File: src/design/mmvd_pkg.sv
package mmvd_pkg;
    localparam logic [21:0] BANK_TOP    = 22'h2fffff;
    localparam logic [21:0] PROG_HI     = 22'h00bfff;
    localparam logic [21:0] INT_LO      = 22'h00c000;
    localparam logic [21:0] INT_HI      = 22'h00ffff;
    localparam logic [21:0] RAM_LO      = 22'h00d800;
    localparam logic [21:0] RAM_HI      = 22'h00f7ff;
    localparam logic [21:0] IO_LO       = 22'h00ff00;
    localparam logic [21:0] FONT_LO     = 22'h010000;
    localparam logic [21:0] FONT_HI     = 22'h0effff;
    localparam logic [13:0] DISP_PG_LO  = 14'h00f8;
    localparam logic [13:0] DISP_PG_HI  = 14'h00fd;
    localparam logic [7:0]  DISP_OFS_HI = 8'h7f;
    localparam logic [7:0]  HW_VEC_HI   = 8'h4b;
    localparam logic [7:0]  SWI_VEC_LO  = 8'h4e;
    localparam logic [7:0]  RSV_A       = 8'h26;
    localparam logic [7:0]  RSV_B_LO    = 8'h2e;
    localparam logic [7:0]  RSV_B_HI    = 8'h32;
    localparam logic [7:0]  RSV_C       = 8'h4c;
    localparam logic [7:0]  VEC_RESET   = 8'h00;
    localparam logic [7:0]  VEC_SER     = 8'h28;
    localparam logic [7:0]  VEC_CLK     = 8'h34;
    localparam logic [7:0]  VEC_PTM_HI  = 8'h3c;
    localparam logic [5:0]  IDX_SER     = 6'd19;
    localparam logic [5:0]  IDX_CLK     = 6'd22;
    localparam logic [5:0]  IDX_PTM_HI  = 6'd26;
    localparam int          NUM_FACT    = 33;
    localparam int          LAST_NMI    = 1;
    localparam logic [2:0]  LVL_NMI     = 3'd4;
    localparam logic [1:0]  BOOT_SYNC   = 2'd3;

    typedef enum logic [2:0] {
        RG_NONE, RG_PROG, RG_FONT, RG_RAM, RG_DISP, RG_IO, RG_EXT
    } mmvd_region_type;

    function automatic logic [7:0] mmvd_vec_of(input logic [5:0] idx);
        logic [5:0] ofs;
        ofs = 6'd0;
        if (idx < IDX_SER) begin
            return {1'b0, idx, 1'b0};
        end else if (idx < IDX_CLK) begin
            ofs = idx - IDX_SER;
            return VEC_SER + {1'b0, ofs, 1'b0};
        end else if (idx < IDX_PTM_HI) begin
            ofs = idx - IDX_CLK;
            return VEC_CLK + {1'b0, ofs, 1'b0};
        end
        ofs = idx - IDX_PTM_HI;
        return VEC_PTM_HI + {1'b0, ofs, 1'b0};
    endfunction

    function automatic logic mmvd_vec_rsv(input logic [7:0] v);
        return (v == RSV_A) || ((v >= RSV_B_LO) && (v <= RSV_B_HI)) || (v == RSV_C);
    endfunction
endpackage

File: src/design/mmvd_top.sv
`timescale 1ns/10ps
// Function
// - three 1M banks up to 2FFFFF; addresses above it and holes in the internal page are not routed
// - program ROM at 000000-00BFFF when internal boot
// - external boot releases program ROM range
// - RAM 00D800-00F7FF always internal
// - I/O page 00FF00-00FFFF never released
// - display pages 00F800-00FD7F offsets 00-7F internal
// - font ROM 010000-0EFFFF, released on external boot
// - vectors 000000-00004B, two bytes each
// - software vectors even, 00004E-0000FF
// - reset, zero divide, watchdog, keys 7..0
// - timer vector pairs, underflow first
// - serial error, receive, transmit at 28-2C
// - clock timer 32/8/2/1 Hz at 34-3A
// - reserved slots never assigned a factor
// - vector low byte first, then jump
// - highest priority pending factor served first
// - programmed level beats fixed order
// - push flags and PC except on reset
// - customized condition flag never driven
// - boot pin latched at reset release, held
// - no external strobes for internal accesses
module mmvd_top
    import mmvd_pkg::*;
(
    input  wire logic        SYS_CLK,
    input  wire logic        RESET,
    input  wire logic        BOOT_SOURCE_SELECT_PIN,
    input  wire logic [21:0] CPU_ADDR,
    input  wire logic        CPU_RD,
    input  wire logic        CPU_WR,
    input  wire logic [7:0]  CPU_WDATA,
    input  wire logic [7:0]  MEM_RDATA,
    input  wire logic [32:0] FACTOR_REQ,
    input  wire logic [65:0] FACTOR_LEVEL,
    input  wire logic        SWI_REQ,
    input  wire logic [7:0]  SWI_VECTOR,
    input  wire logic        PUSH_DONE,
    input  wire logic        EXC_RETURN,
    output logic             SEL_PROG_ROM,
    output logic             SEL_FONT_ROM,
    output logic             SEL_RAM,
    output logic             SEL_DISPLAY,
    output logic             SEL_IO,
    output logic             ACC_RD,
    output logic             ACC_WR,
    output logic [21:0]      ACC_ADDR,
    output logic [7:0]       ACC_WDATA,
    output logic [2:0]       EXT_CE_N,
    output logic             EXT_RD_N,
    output logic             EXT_WR_N,
    output logic             EXT_DATA_OE_N,
    output logic             BOOT_INTERNAL,
    output logic             EXC_BUSY,
    output logic             PUSH_REQ,
    output logic             EXC_ACK,
    output logic [5:0]       EXC_INDEX,
    output logic [7:0]       EXC_VECTOR,
    output logic             JUMP_VALID,
    output logic [15:0]      JUMP_ADDR,
    output logic             SWI_REJECT,
    output logic             CUSTOM_COND_FLAG
);
    import mmvd_pkg::*;

    typedef enum logic [2:0] {
        ST_BOOT, ST_IDLE, ST_PUSH, ST_FETCH_LO, ST_WAIT_LO, ST_WAIT_HI
    } mmvd_state_type;

    mmvd_state_type  state_r;
    mmvd_state_type  state_nxt;
    mmvd_region_type region;
    logic            sync1_r;
    logic            sync2_r;
    logic            sync3_r;
    logic [1:0]      boot_cnt_r;
    logic            boot_done_r;
    logic            boot_int_r;
    logic [2:0]      active_lvl_r;
    logic [7:0]      vec_r;
    logic            is_reset_r;
    logic [7:0]      lo_byte_r;
    logic            pick_ok;
    logic [5:0]      pick_idx;
    logic [2:0]      best_lvl;
    logic [2:0]      eff;
    logic            take_hw;
    logic            take_swi;
    logic            swi_bad;
    logic            swi_legal;
    logic            fetching;
    logic            cpu_own;
    logic [21:0]     acc_addr;
    logic            acc_rd;
    logic            acc_wr;
    logic            is_ext;

    // boot pin: three stages, the first is read only by the second
    always_ff @(posedge SYS_CLK or posedge RESET) begin
        if (RESET) begin
            sync1_r <= 1'b0;
            sync2_r <= 1'b0;
            sync3_r <= 1'b0;
        end else begin
            sync1_r <= BOOT_SOURCE_SELECT_PIN;
            sync2_r <= sync1_r;
            sync3_r <= sync2_r;
        end
    end

    // the pin is caught once after release, when the pipe has filled;
    // it is ignored from then on until the next reset
    always_ff @(posedge SYS_CLK or posedge RESET) begin
        if (RESET) begin
            boot_cnt_r  <= 2'd0;
            boot_done_r <= 1'b0;
            boot_int_r  <= 1'b1;
        end else if (!boot_done_r) begin
            if (boot_cnt_r != BOOT_SYNC) begin
                boot_cnt_r <= boot_cnt_r + 2'd1;
            end else if (sync2_r == sync3_r) begin
                boot_int_r  <= sync3_r;
                boot_done_r <= 1'b1;
            end
        end
    end

    // the two fault factors outrank any programmed level; among equal
    // levels the lower table index wins because of the >= on the way down
    always_comb begin
        pick_ok  = 1'b0;
        pick_idx = 6'd0;
        best_lvl = 3'd0;
        eff      = 3'd0;
        for (int i = NUM_FACT - 1; i >= 0; i--) begin
            eff = (i <= LAST_NMI) ? LVL_NMI : {1'b0, FACTOR_LEVEL[2*i +: 2]};
            if (FACTOR_REQ[i] && eff != 3'd0 && eff > active_lvl_r
                && eff >= best_lvl) begin
                best_lvl = eff;
                pick_ok  = 1'b1;
                pick_idx = 6'(i + 1);
            end
        end
    end

    assign swi_legal = !SWI_VECTOR[0] && (SWI_VECTOR >= SWI_VEC_LO);

    always_comb begin
        state_nxt = state_r;
        take_hw   = 1'b0;
        take_swi  = 1'b0;
        swi_bad   = 1'b0;
        case (state_r)
            ST_BOOT: begin
                if (boot_done_r) begin
                    state_nxt = ST_FETCH_LO;
                end
            end
            ST_IDLE: begin
                if (pick_ok) begin
                    take_hw   = 1'b1;
                    state_nxt = ST_PUSH;
                end else if (SWI_REQ && swi_legal) begin
                    take_swi  = 1'b1;
                    state_nxt = ST_PUSH;
                end else if (SWI_REQ) begin
                    swi_bad = 1'b1;
                end
            end
            ST_PUSH: begin
                if (PUSH_DONE) begin
                    state_nxt = ST_FETCH_LO;
                end
            end
            ST_FETCH_LO: state_nxt = ST_WAIT_LO;
            ST_WAIT_LO:  state_nxt = ST_WAIT_HI;
            ST_WAIT_HI:  state_nxt = ST_IDLE;
            default:     state_nxt = ST_BOOT;
        endcase
    end

    always_ff @(posedge SYS_CLK or posedge RESET) begin
        if (RESET) begin
            state_r  <= ST_BOOT;
            EXC_BUSY <= 1'b1;
            PUSH_REQ <= 1'b0;
        end else begin
            state_r  <= state_nxt;
            EXC_BUSY <= (state_nxt != ST_IDLE);
            PUSH_REQ <= (state_nxt == ST_PUSH);
        end
    end

    // only one level is remembered: a return drops back to base level,
    // so nested services lose the outer level
    always_ff @(posedge SYS_CLK or posedge RESET) begin
        if (RESET) begin
            active_lvl_r <= 3'd0;
        end else if (take_hw) begin
            active_lvl_r <= best_lvl;
        end else if (EXC_RETURN && state_r == ST_IDLE) begin
            active_lvl_r <= 3'd0;
        end
    end

    always_ff @(posedge SYS_CLK or posedge RESET) begin
        if (RESET) begin
            vec_r      <= VEC_RESET;
            is_reset_r <= 1'b1;
            EXC_ACK    <= 1'b0;
            EXC_INDEX  <= 6'd0;
            EXC_VECTOR <= VEC_RESET;
            SWI_REJECT <= 1'b0;
        end else begin
            EXC_ACK    <= take_hw;
            SWI_REJECT <= swi_bad;
            if (take_hw) begin
                vec_r      <= mmvd_vec_of(pick_idx);
                is_reset_r <= 1'b0;
                EXC_INDEX  <= pick_idx;
                EXC_VECTOR <= mmvd_vec_of(pick_idx);
            end else if (take_swi) begin
                vec_r      <= SWI_VECTOR;
                is_reset_r <= 1'b0;
            end
        end
    end

    // vector words are read through the normal decode, low byte first
    always_ff @(posedge SYS_CLK or posedge RESET) begin
        if (RESET) begin
            lo_byte_r  <= 8'h00;
            JUMP_VALID <= 1'b0;
            JUMP_ADDR  <= 16'h0000;
        end else begin
            JUMP_VALID <= (state_r == ST_WAIT_HI);
            if (state_r == ST_WAIT_LO) begin
                lo_byte_r <= MEM_RDATA;
            end
            if (state_r == ST_WAIT_HI) begin
                JUMP_ADDR <= {MEM_RDATA, lo_byte_r};
            end
        end
    end

    assign fetching = (state_r == ST_FETCH_LO) || (state_r == ST_WAIT_LO);
    // the core keeps the bus while idle and while it pushes its context
    assign cpu_own  = (state_r == ST_IDLE) || (state_r == ST_PUSH);

    always_comb begin
        acc_addr = CPU_ADDR;
        acc_rd   = CPU_RD && cpu_own;
        acc_wr   = CPU_WR && cpu_own;
        if (fetching) begin
            acc_rd   = 1'b1;
            acc_wr   = 1'b0;
            acc_addr = {14'h0000, (state_r == ST_WAIT_LO) ? (vec_r | 8'h01) : vec_r};
        end
    end

    mmvd_decode u_dec (
        .addr          (acc_addr),
        .boot_internal (boot_int_r),
        .region        (region)
    );

    assign is_ext = (acc_rd || acc_wr) && (region == RG_EXT);

    always_ff @(posedge SYS_CLK or posedge RESET) begin
        if (RESET) begin
            SEL_PROG_ROM  <= 1'b0;
            SEL_FONT_ROM  <= 1'b0;
            SEL_RAM       <= 1'b0;
            SEL_DISPLAY   <= 1'b0;
            SEL_IO        <= 1'b0;
            ACC_RD        <= 1'b0;
            ACC_WR        <= 1'b0;
            ACC_ADDR      <= 22'h000000;
            ACC_WDATA     <= 8'h00;
            EXT_CE_N      <= 3'b111;
            EXT_RD_N      <= 1'b1;
            EXT_WR_N      <= 1'b1;
            EXT_DATA_OE_N <= 1'b1;
        end else begin
            SEL_PROG_ROM  <= (acc_rd || acc_wr) && region == RG_PROG;
            SEL_FONT_ROM  <= (acc_rd || acc_wr) && region == RG_FONT;
            SEL_RAM       <= (acc_rd || acc_wr) && region == RG_RAM;
            SEL_DISPLAY   <= (acc_rd || acc_wr) && region == RG_DISP;
            SEL_IO        <= (acc_rd || acc_wr) && region == RG_IO;
            ACC_RD        <= acc_rd;
            ACC_WR        <= acc_wr;
            ACC_ADDR      <= acc_addr;
            ACC_WDATA     <= CPU_WDATA;
            // one chip enable per 1M bank
            EXT_CE_N      <= is_ext ? ~(3'b001 << acc_addr[21:20]) : 3'b111;
            EXT_RD_N      <= !(is_ext && acc_rd);
            EXT_WR_N      <= !(is_ext && acc_wr);
            EXT_DATA_OE_N <= !(is_ext && acc_wr);
        end
    end

    always_ff @(posedge SYS_CLK or posedge RESET) begin
        if (RESET) begin
            BOOT_INTERNAL    <= 1'b1;
            CUSTOM_COND_FLAG <= 1'b0;
        end else begin
            BOOT_INTERNAL    <= boot_int_r;
            CUSTOM_COND_FLAG <= 1'b0;
        end
    end
endmodule // mmvd_top

File: src/design/mmvd_decode.sv
`timescale 1ns/10ps
module mmvd_decode
    import mmvd_pkg::*;
(
    input  wire logic [21:0]     addr,
    input  wire logic            boot_internal,
    output mmvd_pkg::mmvd_region_type region
);
    // fixed internal windows are tested first so overlapping external
    // memory can never capture them
    always_comb begin
        if (addr > BANK_TOP) begin
            region = RG_NONE;
        end else if (addr >= IO_LO && addr <= INT_HI) begin
            region = RG_IO;
        end else if (addr[21:8] >= DISP_PG_LO && addr[21:8] <= DISP_PG_HI
                     && addr[7:0] <= DISP_OFS_HI) begin
            region = RG_DISP;
        end else if (addr >= RAM_LO && addr <= RAM_HI) begin
            region = RG_RAM;
        end else if (addr >= INT_LO && addr <= INT_HI) begin
            // holes in the internal page are never released either
            region = RG_NONE;
        end else if (addr <= PROG_HI) begin
            region = boot_internal ? RG_PROG : RG_EXT;
        end else if (addr >= FONT_LO && addr <= FONT_HI) begin
            region = boot_internal ? RG_FONT : RG_EXT;
        end else begin
            region = RG_EXT;
        end
    end
endmodule // mmvd_decode

File: config.mk
export PLATFORM = sky130hd
export DESIGN_NAME = mmvd_top
export DESIGN_NICKNAME = d
export VERILOG_FILES = /design/src/design/mmvd_pkg.sv /design/src/design/mmvd_top.sv /design/src/design/mmvd_decode.sv
export SDC_FILE = /design/constraint.sdc
export NUM_CORES = 1
export LEC_CHECK = 0
export BUFFER_PORTS_ARGS = -buffer_cell sky130_fd_sc_hd__buf_2
export CAP_MARGIN = 30
export CORE_UTILIZATION = 40
export CTS_BUF_LIST = sky130_fd_sc_hd__clkbuf_8
export DETAILED_ROUTE_END_ITERATION = 12
export PLACE_DENSITY = 0.64
export SLEW_MARGIN = 20
export SYNTH_ARGS = -nofsm -noshare
export SYNTH_HDL_FRONTEND = slang
export SYNTH_HIERARCHICAL = 1
export SYNTH_SLANG_ARGS = --single-unit
File: constraint.sdc
create_clock -name SYS_CLK -period 65.7 [get_ports SYS_CLK]
set_input_delay 13.14 -clock SYS_CLK [delete_from_list [all_inputs] [get_ports SYS_CLK]]
set_output_delay 13.14 -clock SYS_CLK [all_outputs]
set_load 0.1 [all_outputs]
==> run summary <==
• status: finished clean
• number of primary I/O pins: 233
• total CTS buffers: 9
• CP required: 66000 ps
• final count of negative-setup-slack endpoints: 0
• hold crit path type: reg2reg
• distinct cell type count of the synthesized netlist: 106
• H-tree levels: 3
• max-slew violation count: 0
• fraction of the yosys area taken by sequential cells: 27.3%
• number of antenna violations at the first check in global routing: 4
• fmax: 0.0176 GHz
• clk buf depth: 2
• setup repair bufs after CTS: 0
• setup slack on the worst flop-to-flop path: 20930 ps
• Crit path top cell by count: sky130_fd_sc_hd__ha_1
• Layout Nets: 1590
• count of cells along the worst hold path: 0
• global-route total usage across every layer: 21.8%
• critical register-to-register path startpoint: active_lvl_r[1]$_DFFE_PP0P_
• post-synthesis to final-layout area growth: 17.0%
• worst slew margin relative to its limit: 36.4%
• Worst Hold Launch: sync1_r$_DFF_PP0_
• clock tree from TritonCTS: built
• detailed router's first-iteration violation count: 529
• fin crit share: 86.4%
• clock-pin slew on the worst setup and hold paths: 110 ps
• minimum clock period after layout: 56760 ps
• floorplan die width: 158 um
• actual transition at the worst max-transition pin: 946 ps
• Critical Setup Path Class: in2reg
• r2r worst-path depth: 220
• Avg Synthesized Cell Area: 8.77 um2
• full die area: 25000 um2
• number of vias per cell: 5.60
• Cell Rows: 56
• DRC viols: 0
• layout cell share with drive strength beyond 1: 26.5%
• number of clock sinks: 106
• endpoint of the worst register-to-register path: vec_r[7]$_DFFE_PP0P_
• GPL Wtd Cong: 0.887
• sort of element at the end of the critical path: flop
• 1st-pass router iterations: 5
• total congestion overflow: 0
• post-DR wirelength/cell: 16.5 um
• clk_skew: 12.6 ps
• worst endpoint data arrival time: 57060 ps
• root buffer selected by CTS: sky130_fd_sc_hd__clkbuf_8
• Clk Latency, worst-skew pair: 380 ps
• HPWL Detailed: 22.1 mm
• unrepaired setup endpoints after global routing: false
• Vias: 9293
• number of flops mapped to enable cells by yosys: 0
• number of buffers added to fix hold violations after cts: 0
• YS warnings: 6
• maximum number of pins on one net before global-route repair: 64
• most common cell after layout, fill and taps aside: sky130_fd_sc_hd__buf_2
• top_reg_cell synth: sky130_fd_sc_hd__dfrtp_1
• Setup crit start kind: primary input
• number of maximum-capacitance constraint violations: 0
• total of cells resized after clock tree synthesis: 0
• highest fanout seen on the critical path: 11
• effective utilization at floorplan: 41.1%
• post-route ant nets: 0
• via count of the first global-routing pass: 8626
• instance count of the mapped netlist: 1111
• Worst Hold Endpoint: sync2_r$_DFF_PP0_
• max incr delay on CP: 700 ps
• top library cells by usage in the layout, fill and taps aside: sky130_fd_sc_hd__buf_2, sky130_fd_sc_hd__ha_1, sky130_fd_sc_hd__nand2_1
• critical path's slowest cell: sky130_fd_sc_hd__nor3_1
• number of hold violations in the final report: 0
• area inside the core boundary: 23700 um2
• post-synthesis instance area: 9740 um2
• flop and latch count out of synthesis: 106
• count of port buffers added during placement: 226
• post-synthesis async set-or-reset flop share: 100%
• global-route wire length before repair: 43.2 mm
• Routed Wire Length: 27.5 mm
• Vert. Die Dim: 158 um
• setup_tns: 0 ps
==> worst max-delay path: cells and delay by family <==
kind | cells | cell delay, ps
AOI/OAI and AO/OA | 84 | 18310
adders and majority gates | 35 | 9460
buffers and inverters | 10 | 1010
and+or+nand+nor | 82 | 12340
muxes | 8 | 2740
==> logic make-up (layout without fill, tap and decap cells) <==
kind of cell / Yosys count / after routing / share of synthesized area [%]
AOI/OAI and AO/OA: 310 / 310 / 24.4
DFF: 106 / 106 / 27.3
buffers and inverters: 113 / 338 / 4.66
and+or+nand+nor: 413 / 413 / 23.2
muxes: 48 / 48 / 5.46
xor gates and xnor gates: 12 / 12 / 1.08
other: 1 / 6 / 0.0385
adders and majority gates: 108 / 108 / 13.8
==> worst max path at each step <==
stage                                 from                    to  slack, ps  cells past startpoint
final                     FACTOR_LEVEL[65]  vec_r[7]$_DFFE_PP0P_       8940                    219
after global routing      FACTOR_LEVEL[65]  vec_r[6]$_DFFE_PP0P_       5040                    215
after CTS                 FACTOR_LEVEL[65]  vec_r[7]$_DFFE_PP0P_       9280                    219
after detailed placement  FACTOR_LEVEL[65]  vec_r[7]$_DFFE_PP0P_       9010                    219
after global placement    FACTOR_LEVEL[65]  vec_r[7]$_DFFE_PP0P_       9560                    220
after floorplan           FACTOR_LEVEL[64]  vec_r[7]$_DFFE_PP0P_      14920                    220
==> through the flow <==
| step | cell area, um2 | hold WS (ps) | util, % | std cells | setup slack [ps] |
|---|---|---|---|---|---|
| 2_1_floorplan | 9750 | 331 | - | 1112 | 14920 |
| 3_3_place_gp | 11200 | 339 | 47.3 | 1639 | 9560 |
| 3_5_place_dp | 11200 | 358 | 47.3 | 1639 | 9010 |
| 4_1_cts | 11400 | 383 | 48.1 | 1655 | 9280 |
| 5_1_grt | 11400 | 386 | 48.1 | 1657 | 5040 |
| 6_report | 11400 | 379 | 48.1 | 1660 | 8940 |
==> cell type report <==
| cell class | instances | area [um2] |
|---|---|---|
| Inverter | 89 | 337 |
| Antenna cell | 4 | 10.0 |
| Sequential cell | 106 | 2660 |
| Multi-Input combinational cell | 893 | 6630 |
| Timing Repair Buffer | 233 | 1180 |
| Clock buffer | 9 | 124 |
| Clock inverter | 7 | 52.6 |
| Tap cell | 319 | 399 |
| Fill cell | 2344 | 12300 |
==> cells in the mapped netlist (all sizes together) (7+ instances only) <==
cell,number,area (um2)
a21oi,58,302
a31oi,19,155
buf,11,71.3
nor3,24,136
ha,105,1310
nor2,66,248
dfrtp,98,2450
nand3,31,155
nand2b,35,219
nor2b,52,325
nand2,104,405
mux2i,7,70.1
dfstp,8,210
nor3b,7,57.6
mux2,41,462
or2,7,43.8
and3,10,63.8
a22oi,7,52.6
o21ai,53,277
a211oi,10,75.1
o2111ai,34,304
o211ai,20,155
inv,88,330
clkbuf,13,48.8
o2111a,10,113
o31ai,10,93.8
nor4,10,98.8
a21o,11,82.6
a2111oi,8,109
xnor2,10,87.6
and2,31,195
nand4,11,75.1
nand3b,7,56.3
==> flip-flops by register name, indices dropped and copies added (netlist names), 2 cells and up <==
register and count:
JUMP_ADDR 16, EXT_CE_N 3, boot_cnt_r 2, EXC_VECTOR 7
lo_byte_r 8, active_lvl_r 3, state_r 3, ACC_ADDR 22
vec_r 8, ACC_WDATA 8, EXC_INDEX 6
==> routing by layer <==
layer	track usage, %	up-vias	wire length [um]
met5	0	-	12
met4	4.90	2	318
met3	3.59	24	1770
met2	37.1	280	13000
met1	28.8	4392	12400
li1	-	4595	-
Power is not shown: default switching activity piles up to over one toggle a cycle in this logic, so the estimate is an artifact.
